[config.mk]
export PLATFORM = sky130hd
export DESIGN_NAME = index_position_io_config
export DESIGN_NICKNAME = d
export VERILOG_FILES = /design/src/shared/index_io_pkg.sv /design/src/core/pin_sync.sv /design/src/core/start_queue.sv /design/src/core/index_position_io_config.sv
export VERILOG_INCLUDE_DIRS = /design/src /design/src/shared
export SDC_FILE = /design/constraint.sdc
export NUM_CORES = 1
export LEC_CHECK = 0
export ABC_AREA = 1
export BUFFER_PORTS_ARGS = -buffer_cell sky130_fd_sc_hd__clkbuf_2
export CORE_MARGIN = 2
export CORE_UTILIZATION = 33
export CTS_CLUSTER_SIZE = 20
export DETAILED_ROUTE_END_ITERATION = 8
export PLACE_DENSITY = 0.52
export SLEW_MARGIN = 0
export SYNTH_ARGS = -nofsm -noshare
export SYNTH_HDL_FRONTEND = slang
export SYNTH_SLANG_ARGS = --single-unit
[constraint.sdc]
create_clock -name clock -period 2.85 [get_ports clock]
set_input_delay 0.4275 -clock clock [delete_from_list [all_inputs] [get_ports clock]]
set_output_delay 0.4275 -clock clock [all_outputs]
set_load 0.02 [all_outputs]
[src/shared/index_io_map.svh]
// Offsets, field positions, reset values and special values of the index I/O block.
// Included by the package; holds definitions only.
`ifndef INDEX_IO_MAP_SVH
`define INDEX_IO_MAP_SVH

// Register indices; byte address is four times the index
`define IDX_ENC_MODE      16'h3007
`define IDX_START_INDEX   16'h3008
`define IDX_BUFFER_MODE   16'h3009
`define IDX_IO_CONFIG     16'h300A
`define IDX_REG_CONFIG    16'h300B
`define IDX_STATUS        16'h3020

// Reset values
`define RST_ENC_MODE      16'h0000
`define RST_START_INDEX   16'h0000
`define RST_BUFFER_MODE   16'h0001
`define RST_IO_CONFIG     16'h0000
`define RST_REG_CONFIG    16'h0000

// I/O configuration bit positions
`define CFG_HOLD_DONE     0
`define CFG_BOTH_EDGES    1
`define CFG_SPLIT_JOG     2
`define CFG_OVR_REALTIME  3
`define CFG_REG_BY_CONFIG 4
`define CFG_JOG_SOFTLIM   5
`define CFG_ORIGIN_OFF    6

// Start index value that selects the index-select inputs
`define START_FROM_PINS   16'h0040
// Registration configuration value meaning absolute target
`define REG_CFG_ABSOLUTE  16'h0001
// Buffer mode value for a single remembered start
`define BUF_SINGLE        16'h0001

// Status register field positions
`define ST_OUT_LSB        0
`define ST_COUNT_LSB      6
`define ST_RUNNING        8
`define ST_ORIGIN         9
`define ST_REG_REL        10
`define ST_SOFTLIM        11

`endif

[src/shared/index_io_pkg.sv]
// Types shared by the index I/O configuration block and its leaves.
// Assumes index_io_map.svh is on the include path.
package index_io_pkg;
  `include "index_io_map.svh"

  // Digital inputs from the upper-level controller, asynchronous
  typedef struct packed {
    logic       startInput;
    logic [5:0] indexSelectInputs;
    logic       jogStartInput;
    logic       jogDirectionInput;
    logic       positiveJogInput;
    logic       negativeJogInput;
    logic       registrationTriggerInput;
  } pin_in_t;

  // Status from the motion core, same clock
  typedef struct packed {
    logic       running;
    logic       indexDone;
    logic [5:0] runningIndex;
    logic       startTaken;
    logic       regTypeRelative;
    logic       homingStart;
    logic       homingDone;
    logic       servoOn;
  } core_stat_t;

  // Jog command towards the motion core
  typedef struct packed {
    logic plus;
    logic minus;
  } jog_cmd_t;
endpackage : index_io_pkg

[src/core/pin_sync.sv]
// Two-flop synchroniser for the controller's digital inputs.
// Assumes the inputs are asynchronous to clock.
`timescale 1ns/1ps
module pin_sync
  import index_io_pkg::*;
(
  input  wire logic    clock,
  input  wire logic    rst_n,
  input  wire pin_in_t pinsAsync,
  output pin_in_t      pinsSync
);
  typedef struct packed {
    pin_in_t meta;
    pin_in_t stable;
  } sync_state_t;

  sync_state_t state_q;
  sync_state_t state_d;

  // First stage feeds only the second
  always_comb begin
    state_d.meta   = pinsAsync;
    state_d.stable = state_q.meta;
  end

  always_ff @(posedge clock or negedge rst_n) begin
    if (!rst_n) begin
      state_q <= '0;
    end else begin
      state_q <= state_d;
    end
  end

  assign pinsSync = state_q.stable;
endmodule : pin_sync

[src/core/start_queue.sv]
// Pending start requests, one or two deep, oldest first.
// Assumes push and pop come from logic on the same clock.
`timescale 1ns/1ps
module start_queue
  import index_io_pkg::*;
(
  input  wire logic       clock,
  input  wire logic       rst_n,
  input  wire logic       push,
  input  wire logic [5:0] pushIndex,
  input  wire logic       pop,
  input  wire logic       singleMode,
  output logic            headValid,
  output logic [5:0]      headIndex,
  output logic [1:0]      count
);
  typedef struct packed {
    logic [1:0][5:0] slots;
    logic [1:0]      count;
  } queue_state_t;

  queue_state_t state_q;
  queue_state_t state_d;

  // Pop first, then push into the freed place
  always_comb begin
    logic       popOk;
    logic [1:0] capacity;
    logic [1:0] left;
    popOk    = 1'b0;
    capacity = 2'h0;
    left     = 2'h0;
    state_d  = state_q;
    capacity = singleMode ? 2'h1 : 2'h2;
    popOk    = pop && (state_q.count != 2'h0);
    left     = state_q.count - {1'b0, popOk};
    if (popOk) begin
      state_d.slots[0] = state_q.slots[1];
    end
    // A full queue drops the new start
    if (push && (left < capacity)) begin
      state_d.slots[left[0]] = pushIndex;
      state_d.count          = left + 2'h1;
    end else begin
      state_d.count = left;
    end
  end

  always_ff @(posedge clock or negedge rst_n) begin
    if (!rst_n) begin
      state_q <= '0;
    end else begin
      state_q <= state_d;
    end
  end

  assign headValid = (state_q.count != 2'h0);
  assign headIndex = state_q.slots[0];
  assign count     = state_q.count;
endmodule : start_queue

[src/core/index_position_io_config.sv]
// Indexing position I/O configuration: parameter registers on APB,
// start edge capture and buffering, index output policy, jog input
// scheme, override timing, registration target mode and origin output.
// Assumes digital inputs are asynchronous and the motion core shares clock.
//
// The implementer's own choice: the APB interface to the registers.
`timescale 1ns/1ps
module index_position_io_config
  import index_io_pkg::*;
(
  input  wire logic        clock,
  input  wire logic        rst_n,
  // APB slave
  input  wire logic        psel,
  input  wire logic        penable,
  input  wire logic        pwrite,
  input  wire logic [15:0] paddr,
  input  wire logic [31:0] pwdata,
  output logic [31:0]      prdata,
  output logic             pready,
  output logic             pslverr,
  // Controller pins and motion core
  input  wire pin_in_t     digitalInputs,
  input  wire core_stat_t  coreStatus,
  // Towards the motion core
  output logic             startPending,
  output logic [5:0]       startIndex,
  output jog_cmd_t         jogCommand,
  output logic             softLimitEnable,
  output logic             overrideRealTime,
  output logic             registrationPulse,
  output logic             registrationRelative,
  // Towards the pins
  output logic [5:0]       indexOutputLines,
  output logic             homingOriginOutput,
  output logic             encoderLineDrive
);

  // Register map, byte addresses
  // Encoder mode at 0xC01C
  // Start index at 0xC020
  // Buffer mode at 0xC024
  // I/O configuration at 0xC028
  // Registration config at 0xC02C
  // Status at 0xC080, read only
  // Only the low 16 bits are kept

  // Status word fields
  // Bits 5:0, index output lines
  // Bits 7:6, pending start count
  // Bit 8, motion core running
  // Bit 9, homing origin output
  // Bit 10, registration relative
  // Bit 11, soft limit enable

  // I/O configuration bits
  // Bit 0, hold last done index
  // Bit 1, both start edges
  // Bit 2, split jog inputs
  // Bit 3, real-time override
  // Bit 4, registration by config
  // Bit 5, soft limits in jog
  // Bit 6, origin off at servo off

  // Pin timing
  // Two edges through the flops
  // Edge found on the third
  // Outputs move on that same edge
  // Keep pin pulses over a cycle

  // Bus timing
  // Read data latched at setup
  // So status shows that cycle
  // Writes land at the access edge
  // No wait states are inserted

  // Limitations
  // Select pins must settle early
  // Else a mixed index is taken
  // Both split jogs high stop jog
  // So a stuck pin halts jog
  // Start values over 64 act as 64
  // A full buffer drops new starts
  // Nothing is queued during reset

  // Reset state
  // Buffer mode single, rest zero
  // Soft limits on, jog off
  // Origin output off
  // Index lines show zero

  // Jog coding, shared scheme
  // Start low means no jog
  // Direction low means plus
  // Direction high means minus

  // Registration target
  // Bit 4 clear: index type decides
  // Bit 4 set: configuration decides
  // Value 1 absolute, else relative
  typedef struct packed {
    logic [15:0] encMode;
    logic [15:0] startIdx;
    logic [15:0] bufMode;
    logic [15:0] ioCfg;
    logic [15:0] regCfg;
    logic [31:0] rdata;
    logic        slvErr;
    logic        prevStart;
    logic        prevReg;
    logic [5:0]  doneIdx;
    logic [5:0]  outLines;
    jog_cmd_t    jog;
    logic        softLim;
    logic        ovrRt;
    logic        regPulse;
    logic        regRel;
    logic        origin;
  } state_t;

  state_t     state_q;
  state_t     state_d;
  pin_in_t    pins;
  logic       startAccept;
  logic [5:0] selectedIndex;
  logic [1:0] pendingCount;

  // Byte address of a register index
  function automatic logic [15:0] addrOf(input logic [15:0] idx);
    addrOf = {idx[13:0], 2'b00};
  endfunction : addrOf

  // Rising edge, or either edge when asked for
  function automatic logic edgeSeen(input logic now, input logic prev,
                                    input logic both);
    edgeSeen = (now && !prev) || (both && !now && prev);
  endfunction : edgeSeen

  // Controller pins cross into the clock domain first
  pin_sync u_sync (
    .clock    (clock),
    .rst_n    (rst_n),
    .pinsAsync(digitalInputs),
    .pinsSync (pins)
  );

  // Edge of the synchronised start input
  assign startAccept = edgeSeen(pins.startInput, state_q.prevStart,
                                state_q.ioCfg[`CFG_BOTH_EDGES]);

  // Select inputs only matter at value 64; above that treated alike
  always_comb begin
    if (state_q.startIdx >= `START_FROM_PINS) begin
      selectedIndex = pins.indexSelectInputs;
    end else begin
      selectedIndex = state_q.startIdx[5:0];
    end
  end

  // Pending starts wait here until the core takes them
  start_queue u_queue (
    .clock     (clock),
    .rst_n     (rst_n),
    .push      (startAccept),
    .pushIndex (selectedIndex),
    .pop       (coreStatus.startTaken),
    .singleMode(state_q.bufMode == `BUF_SINGLE),
    .headValid (startPending),
    .headIndex (startIndex),
    .count     (pendingCount)
  );

  // Next state of registers and pin-facing logic
  always_comb begin
    logic        setup;
    logic        hit;
    logic        jogOn;
    logic [15:0] wr;
    setup   = 1'b0;
    hit     = 1'b1;
    jogOn   = 1'b0;
    wr      = 16'h0000;
    state_d = state_q;

    // APB: decode in setup, answer in access, write at completion
    setup = psel && !penable;
    wr    = pwdata[15:0];
    if (setup) begin
      state_d.rdata = 32'h0000_0000;
      unique case (paddr)
        addrOf(`IDX_ENC_MODE):    state_d.rdata[15:0] = state_q.encMode;
        addrOf(`IDX_START_INDEX): state_d.rdata[15:0] = state_q.startIdx;
        addrOf(`IDX_BUFFER_MODE): state_d.rdata[15:0] = state_q.bufMode;
        addrOf(`IDX_IO_CONFIG):   state_d.rdata[15:0] = state_q.ioCfg;
        addrOf(`IDX_REG_CONFIG):  state_d.rdata[15:0] = state_q.regCfg;
        addrOf(`IDX_STATUS): begin
          state_d.rdata[`ST_OUT_LSB +: 6]   = state_q.outLines;
          state_d.rdata[`ST_COUNT_LSB +: 2] = pendingCount;
          state_d.rdata[`ST_RUNNING]        = coreStatus.running;
          state_d.rdata[`ST_ORIGIN]         = state_q.origin;
          state_d.rdata[`ST_REG_REL]        = state_q.regRel;
          state_d.rdata[`ST_SOFTLIM]        = state_q.softLim;
        end
        default: hit = 1'b0;
      endcase
      // Status is read only, so a write to it is an error too
      state_d.slvErr = !hit ||
                       (pwrite && paddr == addrOf(`IDX_STATUS));
    end
    if (psel && penable && pwrite && !state_q.slvErr) begin
      unique case (paddr)
        // Held for software only; line drive is the one method
        addrOf(`IDX_ENC_MODE):    state_d.encMode  = wr;
        addrOf(`IDX_START_INDEX): state_d.startIdx = wr;
        addrOf(`IDX_BUFFER_MODE): state_d.bufMode  = wr;
        addrOf(`IDX_IO_CONFIG):   state_d.ioCfg    = wr;
        addrOf(`IDX_REG_CONFIG):  state_d.regCfg   = wr;
        default: ;
      endcase
    end

    // Edge history of the synchronised inputs
    state_d.prevStart = pins.startInput;
    state_d.prevReg   = pins.registrationTriggerInput;

    // Completed index captured at the end of each operation
    if (coreStatus.indexDone) begin
      state_d.doneIdx = coreStatus.runningIndex;
    end

    // Index output lines: live or hold-last while running
    if (coreStatus.indexDone) begin
      state_d.outLines = coreStatus.runningIndex;
    end else if (coreStatus.running &&
                 !state_q.ioCfg[`CFG_HOLD_DONE]) begin
      state_d.outLines = coreStatus.runningIndex;
    end else begin
      state_d.outLines = state_q.doneIdx;
    end

    // Jog scheme; opposing split inputs cancel rather than pick one
    if (state_q.ioCfg[`CFG_SPLIT_JOG]) begin
      state_d.jog.plus  = pins.positiveJogInput &&
                          !pins.negativeJogInput;
      state_d.jog.minus = pins.negativeJogInput &&
                          !pins.positiveJogInput;
    end else begin
      state_d.jog.plus  = pins.jogStartInput &&
                          !pins.jogDirectionInput;
      state_d.jog.minus = pins.jogStartInput &&
                          pins.jogDirectionInput;
    end

    // Soft limits always on outside jog
    jogOn           = state_d.jog.plus || state_d.jog.minus;
    state_d.softLim = !jogOn ||
                      state_q.ioCfg[`CFG_JOG_SOFTLIM];

    // Override timing follows the configuration directly
    state_d.ovrRt = state_q.ioCfg[`CFG_OVR_REALTIME];

    // Registration trigger: one pulse with its target mode
    state_d.regPulse = pins.registrationTriggerInput &&
                       !state_q.prevReg;
    if (state_d.regPulse) begin
      if (state_q.ioCfg[`CFG_REG_BY_CONFIG]) begin
        // Reserved values fall back to relative
        state_d.regRel = (state_q.regCfg != `REG_CFG_ABSOLUTE);
      end else begin
        state_d.regRel = coreStatus.regTypeRelative;
      end
    end

    // Origin output: homing completion wins over any clear
    if (coreStatus.homingDone) begin
      state_d.origin = 1'b1;
    end else if (coreStatus.homingStart) begin
      state_d.origin = 1'b0;
    end else if (!coreStatus.servoOn &&
                 state_q.ioCfg[`CFG_ORIGIN_OFF]) begin
      state_d.origin = 1'b0;
    end
  end

  // Single register stage for all block state
  always_ff @(posedge clock or negedge rst_n) begin
    if (!rst_n) begin
      // Each field named so none is left to chance
      state_q.encMode   <= `RST_ENC_MODE;
      state_q.startIdx  <= `RST_START_INDEX;
      state_q.bufMode   <= `RST_BUFFER_MODE;
      state_q.ioCfg     <= `RST_IO_CONFIG;
      state_q.regCfg    <= `RST_REG_CONFIG;
      state_q.rdata     <= 32'h0000_0000;
      state_q.slvErr    <= 1'b0;
      state_q.prevStart <= 1'b0;
      state_q.prevReg   <= 1'b0;
      state_q.doneIdx   <= 6'h00;
      state_q.outLines  <= 6'h00;
      state_q.jog       <= '0;
      state_q.softLim   <= 1'b1;
      state_q.ovrRt     <= 1'b0;
      state_q.regPulse  <= 1'b0;
      state_q.regRel    <= 1'b0;
      state_q.origin    <= 1'b0;
    end else begin
      state_q <= state_d;
    end
  end

  // Zero-wait slave: data was prepared in the setup cycle
  assign pready  = 1'b1;
  assign prdata  = state_q.rdata;
  assign pslverr = psel && penable && state_q.slvErr;

  // Outputs straight from flops
  assign indexOutputLines     = state_q.outLines;
  assign jogCommand           = state_q.jog;
  assign softLimitEnable      = state_q.softLim;
  assign overrideRealTime     = state_q.ovrRt;
  assign registrationPulse    = state_q.regPulse;
  assign registrationRelative = state_q.regRel;
  assign homingOriginOutput   = state_q.origin;
  // No other encoder method exists in this drive
  assign encoderLineDrive     = 1'b1;
endmodule : index_position_io_config

==> metrics.txt <==
IO buf count=98; setup_tns=0 ns; share of cells above drive strength 1=18.7%; Synth Register Bits=156; CP Launch Type=flop; CTS hold repair buffers=0; die width=155 µm; Final #Nets=1041; Fin Clk Skew=0.00761 ns; Syn Inst Count=892; CP max FO=7; Total GRT Usage=16.0%; Residual DRC=0; fin crit share=85.2%; slew margin rel.=53.9%; cts repair resizes=0; initial antenna violation count=0; crit path time final=2.43 ns; via-per-instance ratio=4.55; fmax=412 MHz; top cell type's share of synthesized area=51.5%; setup violators final=0; root buf cell=clkbuf_16; drt first pass iters=5; die area=0.0239 mm²; GRT overflow=0; VDD IR max=0.401 mV; Starting Density=33.3%; clk sinks=156; WP data required=3.17 ns; pin count of the biggest net entering global routing=67; antenna-violating nets left=0; Final Max Slew Viols=0; power per cell area=598 mW/mm²; first-pass GRT wire length=29300 µm; vias in the first global route=5278; gpl congestion=0.760; total core area=0.0224 mm²; mapped cell area=0.00748 mm²; Yosys top cell by area=dfrtp_1; Leak Pwr=4.40 nW; CP endpoint kind=flop; RSZ-0062 raised after global routing=false; Vias=5721; TritonCTS clock tree=done; HPWL after DPL=13000 µm; Worst Tran Pin Value=0.689 ns; Clock Path Buffers=2; I/O Pins=133; Worst-path clk slew=0.06 ns; # diodes=0; post-synthesis cell type count=34; count of final hold-check violations=0; TritonCTS buffer count=17; Post-Syn Area per Cell=8.38 µm²; Reg2Reg Depth=13; Post-CTS Repair Setup Buffers=0; Max Cap Viol=0; Area Overhead vs Synth=13.7%; Routed WL per cell=14.7 µm; ranking of synthesized cells by area=dfrtp_1, nand2_1, nand3_1; YS warnings=0; status=complete, no violations; row count=55; Worst EP arrival=2.75 ns; worst-skew pair later-pin latency=0.43 ns; worst hold path class=in -> async; Seq/Total Area, Yosys=52.2%; Routed WL=18500 µm; 1st-iter DRT viols=330; CP Class=reg -> reg; hold slack final=0.00745 ns; Die H=155 µm; H-tree levels=4
==> placed cells by master (no fill, tap or decap), types with 17 or more instances in the layout <==
master,Yosys,final
a21oi_1,17,17
buf_4,61,20
clkbuf_16,0,17
clkbuf_2,0,97
conb_1,2,18
dfrtp_1,154,154
inv_1,65,65
nand2_1,238,238
nand3_1,113,113
nor2_1,80,79
o21ai_0,44,44
o21ai_1,38,38
==> sequential cells by signal, summed over array words and instances, names as in the netlist <==
register              cells
u_sync.state_d           12
indexOutputLines          6
overrideRealTime          1
state_d                   1
registrationRelative      1
homingOriginOutput        1
u_queue.count             2
prdata                   16
u_queue.headIndex         6
softLimitEnable           1
state_q                  88
registrationPulse         1
jogCommand                2
u_sync.pinsSync          12
u_queue.state_q           6
==> logic make-up (layout without fill, tap and decap cells) <==
group / after synthesis / count (layout) / share of synthesized area, %
AO/OA/AOI/OAI: 115 / 115 / 8.45
XOR/XNOR: 2 / 2 / 0.234
adder cells (fa/ha/maj): 3 / 3 / 0.502
buffers and inverters: 153 / 218 / 11.5
flip-flops: 156 / 156 / 52.2
other: 2 / 18 / 0.100
AND/OR/NAND/NOR: 461 / 461 / 26.9
==> stage by stage <==
step                      utilization, %  std cells  cell area, µm²  total power [mW]  worst slack, ns
after CTS                           37.9       1258            8500              5.14            0.398
after global placement              35.5       1226            7960              3.01            0.452
final                               37.9       1258            8500              5.08            0.423
after floorplan                        -        908            7540              2.79            0.150
after detailed placement            35.5       1226            7960              3.01            0.423
after global routing                37.9       1258            8500              5.31            0.228
==> worst paths after layout <==
kind | startpoint | endpoint | slack (ns)
max | u_queue.count[1]$_DFF_PN0_ | u_queue.state_q[10]$_DFFE_PN0P_ | 0.42
min | rst_n | state_q[83]$_DFFE_PN0P_ | 0.007
max reg2reg | u_queue.count[1]$_DFF_PN0_ | u_queue.state_q[10]$_DFFE_PN0P_ | 0.42
min reg2reg | u_sync.state_d[6]$_DFF_PN0_ | u_sync.pinsSync[6]$_DFF_PN0_ | 0.35
max in group asynchronous | rst_n | state_q[86]$_DFFE_PN1P_ | 1.99
min in group clock | digitalInputs[6] | u_sync.state_d[6]$_DFF_PN0_ | 0.10
==> power by group <==
part	internal, mW	total [mW]	switching [mW]
sequential	2.30	2.35	0.0481
combinational	0.200	0.617	0.417
clock	1.17	2.12	0.952
==> synth_stat cells <==
master,count
nand2_1,238
dfrtp_1,154
nand3_1,113
nor2_1,80
inv_1,65
buf_4,61
o21ai_0,44
o21ai_1,38
a21oi_1,17
buf_2,12
o21ai_2,12
clkbuf_1,7
buf_6,6
nor2_4,6
nand3_2,4
nor3_1,4
ha_1,3
nand3b_1,3
nor2_2,3
clkinv_1,2
conb_1,2
dfstp_2,2
nand2_4,2
nor4_1,2
o21bai_1,2
xor2_1,2
a21o_1,1
and3_1,1
nand2_2,1
nand3_4,1
nand4_1,1
nor3b_1,1
o32ai_1,1
or2_2,1
==> critical path, stage by stage (launching register included) <==
cell and delay (ns):
dfrtp_1 0.40, or2_2 0.32, nand2_1 0.08, inv_1 0.11
ha_1 0.22, xor2_1 0.27, ha_1 0.20, nor3b_1 0.05
nand2_1 0.09, clkinv_1 0.08, ha_1 0.20, buf_4 0.16
nand3_1 0.08, nand2_1 0.05
==> cell type report <==
type	count	area, µm²
multi-input cells	599	2780
well taps	285	357
inverters	67	251
clock inverters	11	85.1
clock buffers	21	460
flip-flops and latches	156	3910
repair buffers	119	667
fillers	2363	13900
==> metal layers <==
| metal | track usage (%) | wire length, µm |
|---|---|---|
| met1 | 24.4 | 9740 |
| met2 | 22.6 | 7670 |
| met3 | 3.47 | 878 |
| met4 | 4.94 | 214 |
| met5 | 0 | 0 |
(Power assumes the default switching activity.)
